[src/include/ldg_params.svh]
// offsets, field positions, reset values and address limits for the decoder
`ifndef LDG_PARAMS_SVH
`define LDG_PARAMS_SVH

// configuration register indexes
`define LDG_IDX_CFG_HIGH 8'h12
`define LDG_IDX_CFG_LOW 8'h13
`define LDG_IDX_FDC 8'h20
`define LDG_IDX_LPT 8'h23
`define LDG_IDX_UART1 8'h24
`define LDG_IDX_UART2 8'h25
`define LDG_IDX_IR 8'h2b
`define LDG_IDX_RT 8'h30

// base register reset value (base invalid until programmed)
`define LDG_BASE_RST 8'h00

// configuration port power-up locations
`define LDG_CFG_PORT_STRAP_LO 16'h002e
`define LDG_CFG_PORT_STRAP_HI 16'h004e

// lowest legal base, highest legal bases
`define LDG_BASE_MIN 16'h0100
`define LDG_FDC_MAX 16'h03f8
`define LDG_LPT_MAX 16'h03fc
`define LDG_UART_MAX 16'h03f8
`define LDG_IR_MAX 16'h07f8
`define LDG_RT_MAX 16'h0ff0
`define LDG_CFG_MAX 16'h07fe

// register offsets within device windows
`define LDG_FDC_HOLE_OFF 16'h0006
`define LDG_FDC_SPAN 16'h0008
`define LDG_LPT_STD_SPAN 16'h0003
`define LDG_LPT_EPP_SPAN 16'h0008
`define LDG_LPT_FIFO_OFF 16'h0400
`define LDG_LPT_ECR_OFF 16'h0402
`define LDG_UART_SPAN 16'h0008
`define LDG_IR_SPAN 16'h0008
`define LDG_RT_SPAN 16'h0010

// extended control modes that force the printer interrupt on
`define LDG_ECR_FIFO 3'b010
`define LDG_ECR_ECP 3'b011
`define LDG_ECR_TEST 3'b110

`endif

[src/include/ldg_pkg.sv]
// types shared by the logical device decoder
package ldg_pkg;

	typedef logic [15:0] ldg_addr_t;

	// logical devices in claim-vector order
	typedef enum {
		LDG_FDC,
		LDG_LPT,
		LDG_UART1,
		LDG_UART2,
		LDG_IR,
		LDG_RT,
		LDG_CFG
	} ldg_dev_e;

endpackage : ldg_pkg

[src/design/ldg_gate.sv]
// per-device interrupt and dma request gate with registered outputs
`timescale 1ns/1ps
module ldg_gate
	import ldg_pkg::*;
(
	input wire logic clock,
	input wire logic rst,
	input wire logic ce,
	input wire logic irq_req,
	input wire logic dma_req,
	input wire logic irq_en,
	input wire logic dma_en,
	output logic irq_out_r,
	output logic dma_out_r
);

	logic irq_out_nxt;
	logic dma_out_nxt;

	// pass requests only while enabled
	always_comb begin
		irq_out_nxt = irq_req & irq_en;
		dma_out_nxt = dma_req & dma_en;
	end

	// register the gated requests
	always_ff @(posedge clock) begin
		if (rst) begin
			irq_out_r <= 1'b0;
			dma_out_r <= 1'b0;
		end else if (ce) begin
			irq_out_r <= irq_out_nxt;
			dma_out_r <= dma_out_nxt;
		end
	end

endmodule : ldg_gate

[src/design/ldg_decode.sv]
// host i/o decoder, configuration port and irq/dma gating
// What this block does
// - floppy block at 8-aligned base, offset six unclaimed
// - 4-aligned printer base: only data, status, control
// - 8-aligned printer base adds offsets three to seven
// - printer fifo at base+400h, ecr at +402h
// - each uart is eight registers, 8-aligned base
// - infrared block is eight offsets up to 7f8h
// - runtime block sixteen offsets, 16-aligned base
// - configuration port relocatable, two-byte aligned
// - index at port, data at port plus one
// - power-up port from strap, moves on relocation write
// - inactive or invalid device gets no irq/dma
// - floppy gated by output control dma bit
// - floppy gated off while powered down
// - uart interrupt gated by aux output two
// - second uart dma gated by infrared enable
// - standard/enhanced printer irq gated by enable bit
// - printer dma gated only by ecr dma bit
// - printer irq forced on in modes 010,011,110
`timescale 1ns/1ps
`include "ldg_params.svh"
module ldg_decode
	import ldg_pkg::*;
#(
	parameter int NUM_GATED = 5
)
(
	input wire logic clock,
	input wire logic rst,
	input wire logic ce,
	input wire logic port_location_strap,
	input wire logic [15:0] io_addr,
	input wire logic io_wr,
	input wire logic io_rd,
	input wire logic [7:0] io_wdata,
	input wire logic [5:0] dev_active,
	input wire logic floppy_dma_irq_gate,
	input wire logic floppy_powerdown,
	input wire logic [1:0] aux_output_two,
	input wire logic uart2_dma_enable,
	input wire logic printer_irq_gate,
	input wire logic printer_dma_gate,
	input wire logic printer_ecr_active,
	input wire logic [2:0] printer_ecr_mode,
	input wire logic [4:0] irq_req,
	input wire logic [4:0] dma_req,
	output logic [4:0] irq_out_r,
	output logic [4:0] dma_out_r,
	output logic [6:0] claim_r,
	output logic [15:0] claim_offset_r,
	output logic [7:0] cfg_rdata_r,
	output logic cfg_rvalid_r,
	output logic [15:0] cfg_port_r
);

	// distance of an address above a base, all 16 bits compared
	function automatic ldg_addr_t addr_off(input ldg_addr_t a,
		input ldg_addr_t b);
		addr_off = a - b;
	endfunction : addr_off

	// true when address is at or above base and offset below span
	function automatic logic in_span(input ldg_addr_t a, input ldg_addr_t b,
		input ldg_addr_t span);
		in_span = (a >= b) && (addr_off(a, b) < span);
	endfunction : in_span

	// configuration register state
	logic [7:0] cfg_index_r, cfg_index_nxt;
	logic [15:0] cfg_port_nxt;
	logic [7:0] fdc_base_r, fdc_base_nxt;
	logic [7:0] lpt_base_r, lpt_base_nxt;
	logic [7:0] uart1_base_r, uart1_base_nxt;
	logic [7:0] uart2_base_r, uart2_base_nxt;
	logic [7:0] ir_base_r, ir_base_nxt;
	logic [7:0] rt_base_r, rt_base_nxt;
	logic [7:0] cfg_rdata_nxt;
	logic cfg_rvalid_nxt;
	logic [6:0] claim_nxt;
	logic [15:0] claim_offset_nxt;

	// expanded bases and validity
	ldg_addr_t fdc_base, lpt_base, uart1_base, uart2_base, ir_base, rt_base;
	logic fdc_ok, lpt_ok, lpt_wide, uart1_ok, uart2_ok, ir_ok, rt_ok;
	logic cfg_idx_hit, cfg_dat_hit;

	// bases are register value times four (infrared times eight, runtime times sixteen)
	always_comb begin
		fdc_base = {6'h00, fdc_base_r, 2'b00};
		lpt_base = {6'h00, lpt_base_r, 2'b00};
		uart1_base = {6'h00, uart1_base_r, 2'b00};
		uart2_base = {6'h00, uart2_base_r, 2'b00};
		ir_base = {5'h00, ir_base_r, 3'b000};
		rt_base = {4'h0, rt_base_r, 4'h0};
		fdc_ok = fdc_base >= `LDG_BASE_MIN && fdc_base <= `LDG_FDC_MAX
			&& fdc_base[2] == 1'b0;
		lpt_ok = lpt_base >= `LDG_BASE_MIN && lpt_base <= `LDG_LPT_MAX;
		lpt_wide = lpt_base[2] == 1'b0;
		uart1_ok = uart1_base >= `LDG_BASE_MIN && uart1_base <= `LDG_UART_MAX
			&& uart1_base[2] == 1'b0;
		uart2_ok = uart2_base >= `LDG_BASE_MIN && uart2_base <= `LDG_UART_MAX
			&& uart2_base[2] == 1'b0;
		ir_ok = ir_base >= `LDG_BASE_MIN && ir_base <= `LDG_IR_MAX;
		rt_ok = rt_base >= `LDG_BASE_MIN && rt_base <= `LDG_RT_MAX;
		cfg_idx_hit = io_addr == cfg_port_r;
		cfg_dat_hit = io_addr == cfg_port_r + 16'h0001;
	end

	// address claim for each logical device
	always_comb begin
		claim_nxt = 7'h00;
		claim_offset_nxt = 16'h0000;
		if (io_wr || io_rd) begin
			if (dev_active[LDG_FDC] && fdc_ok
				&& in_span(io_addr, fdc_base, `LDG_FDC_SPAN)
				&& addr_off(io_addr, fdc_base) != `LDG_FDC_HOLE_OFF) begin
				claim_nxt[LDG_FDC] = 1'b1;
				claim_offset_nxt = addr_off(io_addr, fdc_base);
			end
			if (dev_active[LDG_LPT] && lpt_ok) begin
				if (in_span(io_addr, lpt_base, `LDG_LPT_STD_SPAN)
					|| (lpt_wide
					&& in_span(io_addr, lpt_base, `LDG_LPT_EPP_SPAN))
					|| addr_off(io_addr, lpt_base) == `LDG_LPT_FIFO_OFF
					|| addr_off(io_addr, lpt_base) == `LDG_LPT_ECR_OFF) begin
					claim_nxt[LDG_LPT] = 1'b1;
					claim_offset_nxt = addr_off(io_addr, lpt_base);
				end
			end
			if (dev_active[LDG_UART1] && uart1_ok
				&& in_span(io_addr, uart1_base, `LDG_UART_SPAN)) begin
				claim_nxt[LDG_UART1] = 1'b1;
				claim_offset_nxt = addr_off(io_addr, uart1_base);
			end
			if (dev_active[LDG_UART2] && uart2_ok
				&& in_span(io_addr, uart2_base, `LDG_UART_SPAN)) begin
				claim_nxt[LDG_UART2] = 1'b1;
				claim_offset_nxt = addr_off(io_addr, uart2_base);
			end
			if (dev_active[LDG_IR] && ir_ok
				&& in_span(io_addr, ir_base, `LDG_IR_SPAN)) begin
				claim_nxt[LDG_IR] = 1'b1;
				claim_offset_nxt = addr_off(io_addr, ir_base);
			end
			if (dev_active[LDG_RT] && rt_ok
				&& in_span(io_addr, rt_base, `LDG_RT_SPAN)) begin
				claim_nxt[LDG_RT] = 1'b1;
				claim_offset_nxt = addr_off(io_addr, rt_base);
			end
			if (cfg_idx_hit || cfg_dat_hit) begin
				claim_nxt[LDG_CFG] = 1'b1;
				claim_offset_nxt = cfg_dat_hit ? 16'h0001 : 16'h0000;
			end
		end
	end

	// index/data access to the configuration registers
	always_comb begin
		cfg_index_nxt = cfg_index_r;
		cfg_port_nxt = cfg_port_r;
		fdc_base_nxt = fdc_base_r;
		lpt_base_nxt = lpt_base_r;
		uart1_base_nxt = uart1_base_r;
		uart2_base_nxt = uart2_base_r;
		ir_base_nxt = ir_base_r;
		rt_base_nxt = rt_base_r;
		cfg_rdata_nxt = cfg_rdata_r;
		cfg_rvalid_nxt = 1'b0;
		if (io_wr && cfg_idx_hit) begin
			cfg_index_nxt = io_wdata;
		end
		if (io_wr && cfg_dat_hit) begin
			case (cfg_index_r)
				`LDG_IDX_CFG_HIGH: cfg_port_nxt[15:8] = io_wdata;
				`LDG_IDX_CFG_LOW: cfg_port_nxt[7:0] = {io_wdata[7:1], 1'b0};
				`LDG_IDX_FDC: fdc_base_nxt = io_wdata;
				`LDG_IDX_LPT: lpt_base_nxt = io_wdata;
				`LDG_IDX_UART1: uart1_base_nxt = io_wdata;
				`LDG_IDX_UART2: uart2_base_nxt = io_wdata;
				`LDG_IDX_IR: ir_base_nxt = io_wdata;
				`LDG_IDX_RT: rt_base_nxt = io_wdata;
				default: cfg_index_nxt = cfg_index_r;
			endcase
		end
		if (io_rd && (cfg_idx_hit || cfg_dat_hit)) begin
			cfg_rvalid_nxt = 1'b1;
			if (cfg_idx_hit) begin
				cfg_rdata_nxt = cfg_index_r;
			end else begin
				case (cfg_index_r)
					`LDG_IDX_CFG_HIGH: cfg_rdata_nxt = cfg_port_r[15:8];
					`LDG_IDX_CFG_LOW: cfg_rdata_nxt = cfg_port_r[7:0];
					`LDG_IDX_FDC: cfg_rdata_nxt = fdc_base_r;
					`LDG_IDX_LPT: cfg_rdata_nxt = lpt_base_r;
					`LDG_IDX_UART1: cfg_rdata_nxt = uart1_base_r;
					`LDG_IDX_UART2: cfg_rdata_nxt = uart2_base_r;
					`LDG_IDX_IR: cfg_rdata_nxt = ir_base_r;
					`LDG_IDX_RT: cfg_rdata_nxt = rt_base_r;
					default: cfg_rdata_nxt = 8'h00;
				endcase
			end
		end
	end

	// register configuration, claim and read state
	always_ff @(posedge clock) begin
		if (rst) begin
			cfg_port_r <= port_location_strap ? `LDG_CFG_PORT_STRAP_HI
				: `LDG_CFG_PORT_STRAP_LO;
			cfg_index_r <= 8'h00;
			fdc_base_r <= `LDG_BASE_RST;
			lpt_base_r <= `LDG_BASE_RST;
			uart1_base_r <= `LDG_BASE_RST;
			uart2_base_r <= `LDG_BASE_RST;
			ir_base_r <= `LDG_BASE_RST;
			rt_base_r <= `LDG_BASE_RST;
			cfg_rdata_r <= 8'h00;
			cfg_rvalid_r <= 1'b0;
			claim_r <= 7'h00;
			claim_offset_r <= 16'h0000;
		end else if (ce) begin
			cfg_port_r <= cfg_port_nxt;
			cfg_index_r <= cfg_index_nxt;
			fdc_base_r <= fdc_base_nxt;
			lpt_base_r <= lpt_base_nxt;
			uart1_base_r <= uart1_base_nxt;
			uart2_base_r <= uart2_base_nxt;
			ir_base_r <= ir_base_nxt;
			rt_base_r <= rt_base_nxt;
			cfg_rdata_r <= cfg_rdata_nxt;
			cfg_rvalid_r <= cfg_rvalid_nxt;
			claim_r <= claim_nxt;
			claim_offset_r <= claim_offset_nxt;
		end
	end

	// per-device enables from configuration and device-local bits
	logic [4:0] dev_ok;
	logic [4:0] irq_en;
	logic [4:0] dma_en;
	logic lpt_irq_forced;

	always_comb begin
		dev_ok[LDG_FDC] = dev_active[LDG_FDC] & fdc_ok;
		dev_ok[LDG_LPT] = dev_active[LDG_LPT] & lpt_ok;
		dev_ok[LDG_UART1] = dev_active[LDG_UART1] & uart1_ok;
		dev_ok[LDG_UART2] = dev_active[LDG_UART2] & uart2_ok;
		dev_ok[LDG_IR] = dev_active[LDG_IR] & ir_ok;
		lpt_irq_forced = printer_ecr_active
			&& (printer_ecr_mode == `LDG_ECR_FIFO
			|| printer_ecr_mode == `LDG_ECR_ECP
			|| printer_ecr_mode == `LDG_ECR_TEST);
		irq_en[LDG_FDC] = dev_ok[LDG_FDC] & floppy_dma_irq_gate
			& ~floppy_powerdown;
		dma_en[LDG_FDC] = irq_en[LDG_FDC];
		irq_en[LDG_LPT] = dev_ok[LDG_LPT]
			& (lpt_irq_forced | printer_irq_gate);
		dma_en[LDG_LPT] = dev_ok[LDG_LPT] & printer_dma_gate;
		irq_en[LDG_UART1] = dev_ok[LDG_UART1] & aux_output_two[0];
		dma_en[LDG_UART1] = dev_ok[LDG_UART1];
		irq_en[LDG_UART2] = dev_ok[LDG_UART2] & aux_output_two[1];
		dma_en[LDG_UART2] = dev_ok[LDG_UART2] & uart2_dma_enable;
		irq_en[LDG_IR] = dev_ok[LDG_IR];
		dma_en[LDG_IR] = dev_ok[LDG_IR];
	end

	// one gate per requesting device
	genvar gi;
	generate
		for (gi = 0; gi < NUM_GATED; gi++) begin : g_gate
			ldg_gate u_gate (
				.clock(clock),
				.rst(rst),
				.ce(ce),
				.irq_req(irq_req[gi]),
				.dma_req(dma_req[gi]),
				.irq_en(irq_en[gi]),
				.dma_en(dma_en[gi]),
				.irq_out_r(irq_out_r[gi]),
				.dma_out_r(dma_out_r[gi])
			);
		end
	endgenerate

endmodule : ldg_decode

[config.mk]
export PLATFORM = sky130hd
export DESIGN_NAME = ldg_decode
export DESIGN_NICKNAME = d
export VERILOG_FILES = /design/src/include/ldg_pkg.sv /design/src/design/ldg_gate.sv /design/src/design/ldg_decode.sv
export VERILOG_INCLUDE_DIRS = /design/src /design/src/include
export SDC_FILE = /design/constraint.sdc
export NUM_CORES = 1
export LEC_CHECK = 0
export ABC_AREA = 1
export BUFFER_PORTS_ARGS = -buffer_cell sky130_fd_sc_hd__buf_2
export CORE_UTILIZATION = 33
export CTS_BUF_LIST = sky130_fd_sc_hd__clkbuf_4
export DETAILED_ROUTE_END_ITERATION = 12
export HOLD_SLACK_MARGIN = 0.02
export MAX_ROUTING_LAYER = met4
export PLACE_DENSITY = 0.56
export SLEW_MARGIN = 20
export SYNTH_ARGS = -nofsm -noshare
export SYNTH_HDL_FRONTEND = slang
export SYNTH_HIERARCHICAL = 1
export SYNTH_SLANG_ARGS = --single-unit
[constraint.sdc]
create_clock -name clock -period 4.65 [get_ports clock]
set_input_delay 0.2325 -clock clock [delete_from_list [all_inputs] [get_ports clock]]
set_output_delay 0.2325 -clock clock [all_outputs]
set_load 0.1 [all_outputs]
== Yosys cells after proc, flatten, opt, wreduce, memory -nomap -nowiden ==
Index checks and enable logic that the tools add are counted.
Storage, ports and cells
  word-level logic and storage cells: 180
  memories kept: 0
  bits of input ports: 57
  register bits after elaboration: 114
  latch bits: 0
  output and inout port bits: 58
  RAM bits: 0
  ROM bits: 0
Operators by class
  div/mod/pow operators: 0
  magnitude comparators: 22
  equality and inequality tests: 17
  bitwise gates (word level): 28
  shift-type cells: 0
  reductions and logical operators: 52
  muxes and demuxes: 31
  $mul: 0
  add/sub/neg operators: 7
Operators by type and width (count)
  $mux W16: 12
  $lt A16 B4 Y1 const B: 5
  $ge A16 B10 Y1: 4
  $pmux W8 S8: 1
  $sub A16 B10 Y16: 4
  $eq A8 B6 Y1 const B: 6
  $mux W8: 6
  $ge A10 B9 Y1 const B: 4
  $eq A16 B11 Y1 const B: 2
  $eq A16 B16 Y1: 2
  $le A10 B10 Y1 const B: 3
  $logic_and A1 B1 Y1: 30
  $reduce_and A3 Y1: 8
  $and A1 B1 Y1: 22
  $add A16 B1 Y16 const B: 1
  $eq A8 B5 Y1 const B: 2
  $ge A16 B11 Y1: 1
  $ge A16 B12 Y1: 1
  $lt A16 B2 Y1 const B: 1
  $lt A16 B5 Y1 const B: 1
  $ne A16 B3 Y1 const B: 1
  $sub A16 B11 Y16: 1
  $sub A16 B12 Y16: 1
  $mux W7: 2
  12 further kinds: 36

== Longest topological paths before layout ==
Gate-level depths: netlist of the first run.
  word-level depth: 15
  depth in mapped cells: 22
  depth with buffers taken out: 22

== Cells and area by module ==
The synthesis of the first run kept the hierarchy.
Modules (own cells, without submodules)
  ldg_decode: cells each 1216, instances 1, area each 8034.0 µm², sequential area each 2212.1 µm²
  ldg_gate: cells each 10, instances 5, area each 75.1 µm², sequential area each 40.0 µm²

== Least setup slack after synthesis of the first run ==
No wires, ideal clock.
  kind: flip-flop to flip-flop
  start point: register cfg_port_r[14]
  end point: register cfg_port_r[10] (enable)
  path slack: 1.913 ns
  data required time: 4.266 ns
  arrival time: 2.353 ns
  stages on the path, launching flop included: 9
  path buffers: 0
  period minus slack after synthesis: 2.737 ns
  library setup time: 0.384 ns
  cells stage by stage: edfxtp_1 > inv_1 > nand2_1 > nand4_1 > nor4_1 > nand2_1 > inv_2 > nand3_1 > o21ai_0
On the way
  cells in the longest elaborated chain, start to end: 5
Ends and longest elaborated chain
  start: declaration: line ldg_decode.sv:54  | output logic [15:0] cfg_port_r
  start signal: assignment: line ldg_decode.sv:209  | cfg_port_r <= port_location_strap ? `LDG_CFG_PORT_STRAP_HI
  start signal: assignment: line ldg_decode.sv:223  | cfg_port_r <= cfg_port_nxt;
  $add A16 B1 Y16: line ldg_decode.sv:107  | cfg_dat_hit = io_addr == cfg_port_r + 16'h0001;
  $eq A16 B16 Y1: line ldg_decode.sv:107
  $logic_and A1 B1 Y1: line ldg_decode.sv:173  | if (io_wr && cfg_dat_hit) begin
  $reduce_bool A2 Y1 (no source line)
  $reduce_and A3 Y1 (no source line)
Every way passes these cells.
A chain may end at the register's enable or synchronous reset.

== Final worst setup path of the first run ==
  start point: register uart1_base_r[0]
  end point: register claim_offset_r[2]
On the way
  cells in the longest elaborated chain, start to end: 11
  elaborated cells between the ends (all ways): 17
  those cells by class: add/sub: 1; order compare: 4; mux: 6; bitwise: 1; reduce/logical: 5
Ends and longest elaborated chain
  start: declaration: line ldg_decode.sv:74  | logic [7:0] uart1_base_r, uart1_base_nxt;
  start signal: assignment: line ldg_decode.sv:214  | uart1_base_r <= `LDG_BASE_RST;
  start signal: assignment: line ldg_decode.sv:227  | uart1_base_r <= uart1_base_nxt;
  parallel branches: the longest is 5 deep, another holds $sub A16 B10 Y16
  $mux W16 (*): line ldg_decode.sv:131  | if (dev_active[LDG_UART1] && uart1_ok
  $mux W16 (*): line ldg_decode.sv:136  | if (dev_active[LDG_UART2] && uart2_ok
  $mux W16 (*): line ldg_decode.sv:141  | if (dev_active[LDG_IR] && ir_ok
  $mux W16 (*): line ldg_decode.sv:146  | if (dev_active[LDG_RT] && rt_ok
  $mux W16 (*): line ldg_decode.sv:151  | if (cfg_idx_hit || cfg_dat_hit) begin
  $mux W16 (*): line ldg_decode.sv:114  | if (io_wr || io_rd) begin
  end signal: assignment: line ldg_decode.sv:234  | claim_offset_r <= claim_offset_nxt;
  end: declaration: line ldg_decode.sv:51  | output logic [15:0] claim_offset_r,
Every way passes the cells marked *.

==> results.md, run 1 <==
* RSZ-0062 raised after global routing: false
* Initial antenna violation count at 2
* Relative slew slack at 50.4%
* Final wirelength at 30800 µm
* Largest family of logic cells by synthesized area: simple AND/OR/NAND/NOR gates
* Post-DR vias/cell at 5.12
* Clock Skew at 0.0218 ns
* Port Buffer Count at 113
* Pre-antenna DRT Iters at 6
* FFs w/ async S/R, synth at 0%
* Switch share at 35.4%
* Mux contribution to synthesized area at 0%
* P_int at roughly 0.0015 W
* First-pass GRT wire length at 47100 µm
* Power share of the sequential group at 44.4%
* Req. time, crit path at ~5.1 ns
* Crit path cell chain: ha_1 -> inv_1 -> fa_1 -> nand2_1 -> nand2_1 -> nand2_1 -> nand2_1 -> nand2_1 -> nand2_1 -> o21ai_0 -> nand2_1 -> nor2_1 -> nand4_1 -> inv_1 -> nand2_1 -> nand2_1 -> nand2_1 -> nand3_1 -> nand2_1 -> a21oi_2
* Post-synthesis sequential area ratio at 28.7%
* Post-route ant nets at 0
* Initial Utilization at between 30% and 40%
* Sw Pwr at ~0.0008 W
* # rows at just under 60
* Power Total at 0.00231 W
* CTS clk-pin slew, worst paths at 0.12 ns
* CP max-delay cell: fa_1
* Distinct cells, synth at 53
* H-tree depth at 4
* Min-delay src: aux_output_two[1]
* Period utilization at between 50% and 60%
* Adder-Cell Fraction of Synth Area at 8.57%
* NumNets Final at 1503
* Remaining global-route overflow at 0
* CTS resizes at 0
* CTS tree: built
* Final hold vios at 0
* Drt initial violations at 785
* Min Tclk post-route at roughly 2.7 ns
* Measured slew at the worst slew-check pin at around 0.74 ns
* Post-Synth Simple-Gate Area at 30.4%
* Height of the die at 162 µm
* Num CTS Buffers at 17
* Largest register FFs at 16
* Worst reg2reg startpoint: uart1_base_r[0]
* Clk Tree Root Cell: clkbuf_4
* P per Cell Area at 238 mW/mm²
* Nature of the critical path endpoint: flip-flop
* Crit path from: uart1_base_r[0]
* CP Max Fanout at 4
* XOR/XNOR Fraction of Synth Area at 3.85%
* Critical Path AT at between 3 and 4 ns
* Share of layout cells above drive strength 1 at 13.7%
* Die ar. at 0.0261 mm²
* Post-Syn Area at 0.00841 mm²
* Max Cap Viol at 0
* Post-synth EDFFs at 15
* Clock Path Buffers at 2
* Mapped Nets at between 1k and 1.5k
* Setup tns final at 0 ns
* CP Class: reg2reg
* FMAX at 0.370 GHz
* Synthesis Warnings at 6
* Synth Flop Type: dfxtp_1
* Die Width at 162 µm
* Most flop-heavy register: claim_offset_r
* Gate count after technology mapping at between 1k and 1.5k
* Drt wl/cell at 17.7 µm
* Final setup fails at 0
* Worst path max stage delay at approximately 0.41 ns
* Average size of a mapped cell at between 6 and 7 µm²
* Clk sinks at 113
* Top Registers: claim_offset_r x16, cfg_port_r x15
* GPL Wtd Cong at 0.970
* Lkg Pwr at 4.51 nW
* Most used cell, CP: nand2_1
* # fillers at 2793
* Max VDD drop at 0.000150 V
* Largest net degree at the start of global routing at 69
* Layout area overhead at 15.5%
* HPWL after DPL at 23800 µm
* Vias in the first global route at slightly above 8k
* Via count at 8896
* CP Launch Type: flip-flop
* Outcome: finished, final reports clean
* DRC violations left at 0
* Post-synthesis compound-gate area fraction at 17.4%
* Core area at 0.0251 mm²
* Min-Delay Path Class: in2reg
* Clk pwr share at between 30% and 40%
* #FFs+latches synth at 113
* I/O pin cnt at 115
* Final max-slew violation count at 0
* Comb pwr share at 23.0%
* Clk Latency, worst-skew pair at 0.55 ns
* GRT Util Overall at 24.6%
critical path: cells and delay by family (launching register included):
family / cells / cell delay [ns]
AOI/OAI and AO/OA: 2 / 0.25
buffers and inverters: 2 / 0.26
adders and majority gates: 2 / 0.57
and+or+nand+nor: 14 / 1.21
DFF: 1 / 0.37
metal layers:
metal | GRT usage (%) | part of all wire (%) | wire (µm)
met4 | 8.53 | 2.8 | 876
met1 | 31.7 | 44 | 13700
met2 | 39.2 | 47 | 14400
met3 | 3.72 | 6.0 | 1850
met5 | - | 0 | 0
placed cells by master (no fill, tap or decap), types with 3 or more instances in the layout:
cell type,netlist,routed
o21ai_1,15,16
edfxtp_1,15,15
nor2_2,3,3
nand2_1,285,285
a31oi_1,3,3
nor4_1,4,4
a211oi_1,3,3
nor3_1,18,18
inv_2,10,10
xnor2_1,11,11
buf_4,2,3
nand4_1,28,28
or2_2,6,6
buf_2,5,113
clkbuf_4,0,20
nand2_2,6,6
o21bai_1,4,4
o22ai_1,22,22
nor2_1,111,111
fa_1,6,6
a221oi_1,3,3
dfxtp_1,98,98
a21oi_1,122,122
o21a_1,4,4
nand3_1,76,76
clkinv_4,0,4
ha_1,48,48
inv_1,190,190
nand4_4,4,4
dlygate4sd3_1,0,18
o21ai_0,77,76
xor2_1,26,26
a21oi_2,4,4
nand3b_1,10,10
final timing paths:
kind	cells past startpoint	slack (ns)	end
max reg2reg	20	1.95	claim_offset_r[2]
max	20	1.95	claim_offset_r[2]
min	5	0.07	g_gate[3].u_gate/irq_out_r
min reg2reg	2	0.44	claim_offset_r[15]
cell type report:
type	count	area (µm²)	area share, %
Sequential cell	113	2410	24.8
Multi-Input combinational cell	924	5070	52.2
Clock buffer	20	150	1.55
Timing Repair Buffer	134	768	7.91
Tap cell	330	413	4.25
Clock inverter	12	136	1.40
Inverter	202	763	7.86
Antenna cell	2	5.00	0.0515
repair_timing:
| item | in CTS | in global routing |
|---|---|---|
| hold buffers | 18 | 0 |
| hold endpoints to repair | 12 | 0 |
| setup buffers | 0 | 0 |
synthesized netlist by cell type (5+ instances only):
cell type	number	area (µm²)
clkbuf_1	12	45.0
o21ai_0	77	385
or2_2	6	37.5
nor2_1	111	417
inv_2	10	37.5
o22ai_1	22	138
nand3_1	76	380
nand2_2	6	37.5
xnor2_1	11	96.3
buf_2	5	25.0
nor3_1	18	90.1
buf_6	7	78.8
o21ai_1	15	75.1
inv_1	190	713
fa_1	6	120
a21oi_1	122	611
nand3b_1	10	75.1
dfxtp_1	98	1960
nand2_1	285	1070
edfxtp_1	15	450
xor2_1	26	228
nand4_1	28	175
ha_1	48	601
power by group through the flow:
stage                     Combinational, W  Clock, W  Sequential (W)
after floorplan                   0.000262         0         0.00115
after global placement            0.000513         0         0.00105
after detailed placement          0.000514         0         0.00105
after CTS                         0.000527  0.000771         0.00103
after global routing              0.000580  0.000808         0.00103
final                             0.000531  0.000753         0.00103
per-stage QoR:
stage	setup WS (ns)	util (%)	instances	instance area, µm²	hold WS [ns]
2_1_floorplan	1.91	-	1266	8410	0.384
3_3_place_gp	1.74	36.8	1685	9240	0.424
3_5_place_dp	1.68	36.8	1685	9240	0.425
4_1_cts	1.82	38.7	1735	9710	0.0242
5_1_grt	1.60	38.7	1737	9710	0.0760
6_report	1.95	38.7	1737	9710	0.0684
logic make-up after synthesis:
logic type / Yosys count
compound gates: 268
xor+xnor: 37
fa+ha+maj: 54
buf+inv: 229
flops: 113
other cells: 1
simple gates: 564
Power figures use the tool's default switching activity.
==> run 2, diff against run 1 <==
Settings changed: PLACE_DENSITY 0.56 to 0.58.
Clock period 4.65 ns to 2.2 ns, I/O delays scaled along.
==> run 2 against run 1 <==
Compared with the run above: the flow now finishes with violations (setup timing); setup slack lost 2.2 ns; final cell count is 16% higher; hold slack better by 0.020 ns; critical path depth down 4; count of clock-buffer cells in the layout down 3; combinational power grew to 2.8 times the previous value; sequential share of layout area fell by 6.1 points; register-to-register slack lost 2.2 ns; via count up 15%; clock skew decreased by 0.0028 ns; critical endpoint is now claim_offset_r[3]; largest cell class unchanged; largest power group unchanged.
==> results.md, run 2 (same netlist as run 1, synthesis figures left out) <==
* Outcome: complete, but fails checks
* Violated checks: setup timing
* Delay-heaviest family, CP: simple AND/OR/NAND/NOR gates
* I/O pin cnt at between 100 and 150
* Worst reg2reg startpoint: ir_base_r[0]
* H-tree depth at 4
* Most flop-heavy register: claim_offset_r
* Height of the die at 162 µm
* CP max-delay cell: fa_2
* CP Max Fanout at 2
* Area of the multi-input gates at roughly 0.006 mm²
* CTS tree: built
* Clk Tree Root Cell: clkbuf_4
* Max Cap Viol at 0
* Remaining global-route overflow at 0
* Final Core Density at 51.5%
* Initial antenna violation count at 3
* Nature of the critical path endpoint: flip-flop
* Worst setup margin at -0.298 ns
* Num CTS Buffers at 17
* GRT Util Overall at 26.6%
* Layout area overhead at 53.7%
* Hold slack final at 0.0884 ns
* Critical path buffers and inverters at 4
* GPL Wtd Cong at 1.00
* Share of layout cells above drive strength 1 at 37.4%
* Final Cell Area at 0.0129 mm²
* CTS clk-pin slew, worst paths at around 0.13 ns
* Post-route ant nets at 0
* Top Registers: claim_offset_r x16, cfg_port_r x15
* Final wirelength at ~36000 µm
* Drt initial violations at 813
* Flip-flop and latch area at 0.00242 mm²
* Crit path from: ir_base_r[0]
* Core area at between 0.02 and 0.03 mm²
* Drt wl/cell at 17.8 µm
* CP Class: reg2reg
* RSZ-0062 raised after global routing: true
* Min-delay src: rst
* Largest register FFs at 16
* Crit path cell chain: ha_4 -> inv_2 -> fa_2 -> inv_1 -> nand2_1 -> nor3_2 -> nand3_1 -> inv_1 -> nand4_1 -> buf_4 -> nor2_4 -> nand4_1 -> nor2_2 -> nand3_2 -> nand3_2 -> a21oi_2
* Max VDD drop at 0.000376 V
* Clk sinks at approximately 110
* Period utilization at 114%
* Via count at ~10k
* Worst path max stage delay at 0.42 ns
* Final hold vios at 0
* HPWL after DPL at approximately 26000 µm
* FMAX at 0.400 GHz
* CP Launch Type: flip-flop
* Clock Skew at 0.0190 ns
* DRC violations left at 0
* Final max-slew violation count at 0
* Vias in the first global route at just over 9k
* Critical Path AT at 2.95 ns
* Initial Utilization at 33.5%
* Min-Delay Path Class: in2reg
* DP Area at 0.0112 mm²
* NumNets Final at 1776
* # fillers at 2550
* Relative slew slack at 50.6%
* Port Buffer Count at around 110
* # rows at between 50 and 60
* Measured slew at the worst slew-check pin at 0.740 ns
* Lkg Pwr at approximately 6.0 nW
* Setup tns final at -1.88 ns
* P per Cell Area at about 420 mW/mm²
* Min Tclk post-route at 2.50 ns
* Commonest cells after routing, fill and taps aside: 259 x nand2_1, 231 x buf_4, 179 x inv_1
* Die ar. at 0.0261 mm²
* Pre-antenna DRT Iters at 5
* Post-DR vias/cell at 5.11
* Commonest non-fill, non-tap cell in the layout: nand2_1
* Final setup fails at 10
* Die Width at 162 µm
* Clock Path Buffers at 2
* Largest net degree at the start of global routing at 41
* Req. time, crit path at 2.65 ns
* First-pass GRT wire length at 50700 µm
* Clk Latency, worst-skew pair at 0.56 ns
## run 2: path summary, 6_finish.rpt
check	cells past startpoint	slack [ns]	end
max	16	-0.30	claim_offset_r[3]
min	3	0.09	claim_offset_r[3]
max reg2reg	16	-0.30	claim_offset_r[3]
min reg2reg	2	0.44	claim_offset_r[13]
## run 2: cell type report
cell class	count	share of cell area, %
inverters	202	6.14
repair inverters	1	0.126
multi-input cells	930	46.1
flip-flops and latches	113	18.7
clock buffers	17	0.987
clock inverters	15	1.53
well taps	330	3.19
diodes	3	0.0581
repair buffers	400	23.1
## run 2: timing repair
item,4_1_cts,5_1_grt
endpoints found under the hold margin,81,0
gates resized for setup,74,159
buffers inserted,8,16
gates cloned,1,6
setup endpoints to repair,80,84
hold buffers,27,0
pin swaps,22,52
## run 2: stage by stage
stage,cells,power (W),setup slack (ns)
2_1_floorplan,1266,0.00298,-0.191
3_3_place_gp,1918,0.00353,-0.441
3_5_place_dp,1918,0.00353,-0.492
4_1_cts,1986,0.00540,-0.262
5_1_grt,2011,0.00570,-0.451
6_report,2011,0.00547,-0.298
## run 2: tightest hold or removal path, stage by stage
cell and delay (ns):
buf_2 0.10, buf_4 0.26, a21oi_2 0.15
## run 2: routing by layer
metal	GRT usage, %	wire length, µm
met5	-	0
met4	13.1	1920
met3	4.24	2250
met2	41.0	16000
met1	33.7	15500
## run 2: where the power goes
group	switching [W]	total (W)	internal [W]
clock network	0.000977	0.00180	0.000826
logic	0.000959	0.00151	0.000551
registers	0.0000375	0.00216	0.00212
==> run 3, diff against run 2 <==
Settings changed: CORE_UTILIZATION 33 to 35, PLACE_DENSITY 0.58 to 0.6, RECOVER_POWER set to 25.
==> run 3 against run 2 <==
Compared with the run above: the flow still finishes with violations (setup timing); total power shrank 6.7%; non-clock buffer count shrank 20; die area shrank 5.6%; maximum frequency grew 2.1%; register-to-register slack gained 0.05 ns; critical endpoint is now claim_offset_r[2].
==> results.md, run 3 (same netlist as run 1, synthesis figures left out) <==
* Outcome: complete, but fails checks
* Violated checks: setup timing
* Initial antenna violation count at 2
* Layout area overhead at 48.0%
* Nature of the critical path endpoint: flip-flop
* Hold slack final at 0.0606 ns
* Final max-slew violation count at 0
* Clock Path Buffers at 2
* Period utilization at 111%
* Final hold vios at 0
* CP Launch Type: flip-flop
* Clock Skew at 0.0287 ns
* Post-route non-filler standard cell count at 1977
* Share of layout cells above drive strength 1 at 33.9%
* Lkg Pwr at 5.74 nW
* Req. time, crit path at 2.68 ns
* R2R Path End: claim_offset_r[2]
* Measured slew at the worst slew-check pin at 1.20 ns
* FMAX at roughly 0.4 GHz
* Largest net degree at the start of global routing at 43
* Port Buffer Count at 113
* CP Class: reg2reg
* Most used cell, CP: nand3_1
* CP Max Fanout at 4
* Clk Latency, worst-skew pair at ~0.56 ns
* CTS clk-pin slew, worst paths at 0.13 ns
* Height of the die at 157 µm
* Min Tclk post-route at 2.45 ns
* Clk Tree Root Cell: clkbuf_4
* R2R depth at 15
* First-pass GRT wire length at 50500 µm
* Core area at 0.0235 mm²
* Clk sinks at 113
* Hold path depth at 4
* Pre-antenna DRT Iters at 5
* P per Cell Area at 410 mW/mm²
* Placed cells at 1891
* Commonest non-fill, non-tap cell in the layout: nand2_1
* Reg2reg setup slack at -0.25 ns
* Min-delay src: ce
* CP max-delay cell: fa_2
* Worst reg2reg startpoint: rt_base_r[0]
* Worst setup margin at -0.248 ns
* GPL Wtd Cong at between 0.9 and 1
* GRT Util Overall at 28.3%
* Via count at 10.1k
* Die ar. at 0.0247 mm²
* Crit path cell chain: ha_4 -> inv_4 -> fa_2 -> and3b_1 -> nand4_1 -> nor3_2 -> nand3_1 -> nor3_2 -> nand3_1 -> buf_6 -> nand2_4 -> inv_2 -> nand3_1 -> nand2_1 -> a21oi_2
* Remaining global-route overflow at 0
* # rows at 56
* Initial Utilization at 35.7%
* Max VDD drop at between 0.0004 and 0.0005 V
* Post-DR vias/cell at 5.11
* Drt wl/cell at 17.7 µm
* Max Cap Viol at 0
* DRC violations left at 0
* Vias in the first global route at about 9k
* RSZ-0062 raised after global routing: true
* Drt initial violations at approximately 900
* Post-route ant nets at 0
* Worst path max stage delay at ~0.42 ns
* Largest register FFs at 16
* Most flop-heavy register: claim_offset_r
* I/O pin cnt at 115
* Critical Path AT at 2.92 ns
* Final setup fails at 10
* Top Registers: claim_offset_r x16, cfg_port_r x15
* Worst Hold End: g_gate[3].u_gate/irq_out_r
* Final wirelength at 35000 µm
* HPWL after DPL at approximately 26000 µm
* Die Width at 157 µm
* Relative slew slack at 20.2%
* Min-Delay Path Class: in2reg
* # fillers at approximately 2.4k
* H-tree depth at 4
* Num CTS Buffers at 17
* Power Total at 0.00511 W
* CTS tree: built
* Commonest cells after routing, fill and taps aside: 261 x nand2_1, 217 x buf_4, 174 x inv_1
* NumNets Final at 1754
## run 3: cell types whose count changed in the layout (fill, tap and decap cells not counted), moves of 4 or more
cell      change
clkbuf_1     +13
o21ai_1       +7
a21oi_1      +14
buf_12        -4
o21ai_2      -10
inv_2         +7
buf_2         -9
a21oi_2      -13
o21ai_0       +5
nand2_2       -5
buf_6         -6
buf_4        -14
inv_1         -5
## run 3: worst max-delay path, delay by kind of cell, from the launching register on
| kind | cells | cell delay, ns |
|---|---|---|
| compound gates | 1 | 0.14 |
| fa+ha+maj | 2 | 0.58 |
| buf+inv | 3 | 0.26 |
| flops | 1 | 0.35 |
| simple gates | 9 | 1.04 |
## run 3: metrics by stage
stage,util [%],setup slack [ns],cell area (µm²),TNS (ns)
floorplan,-,-0.191,8520,-9.50
global placement,46.7,-0.450,11000,-3.31
detailed placement,46.7,-0.486,11000,-4.15
CTS,50.3,-0.263,11800,-1.63
global route,52.8,-0.423,12400,-3.42
finish,52.8,-0.248,12400,-1.38
## run 3: worst max path at each step
stage | startpoint | end | slack [ns] | cells after the start
CTS | uart1_base_r[0] | claim_offset_r[2] | -0.26 | 20
global placement | io_addr[2] | claim_offset_r[2] | -0.45 | 22
floorplan | cfg_port_r[14] | cfg_port_r[10] | -0.19 | 8
global route | ir_base_r[3] | claim_offset_r[2] | -0.42 | 17
finish | rt_base_r[0] | claim_offset_r[2] | -0.25 | 15
detailed placement | io_addr[2] | claim_offset_r[2] | -0.49 | 22
## run 3: where the power goes
group	internal, W	switching, W
clock	0.000567	0.000923
combinational	0.000518	0.000935
sequential	0.00212	0.0000381
total	0.00321	0.00190
## run 3: what timing repair did
action / in CTS / in global routing
endpoints found under the hold margin: 69 / 0
pin swaps: 19 / 43
buffers inserted: 5 / 15
gates cloned: 0 / 5
gates resized for setup: 69 / 114
setup endpoints to repair: 80 / 82
hold buffers: 28 / 0
## run 3: cell type report
type | instances | area, µm² | share of cell area (%)
Multi-Input combinational cell | 929 | 5830 | 46.9
Tap cell | 319 | 399 | 3.21
Clock buffer | 17 | 128 | 1.03
Timing Repair Buffer | 380 | 2730 | 22.0
Inverter | 202 | 786 | 6.32
Antenna cell | 2 | 5.00 | 0.0402
Clock inverter | 15 | 136 | 1.10
Sequential cell | 113 | 2420 | 19.5
## run 3: metal layers
metal / part of all wire (%) / vias up / GRT usage [%]
met5: 0 / - / -
met4: 2.9 / 0 / 10.3
met3: 6.8 / 58 / 3.52
met2: 47 / 369 / 45.3
met1: 43 / 4704 / 36.5
li1: - / 4968 / -
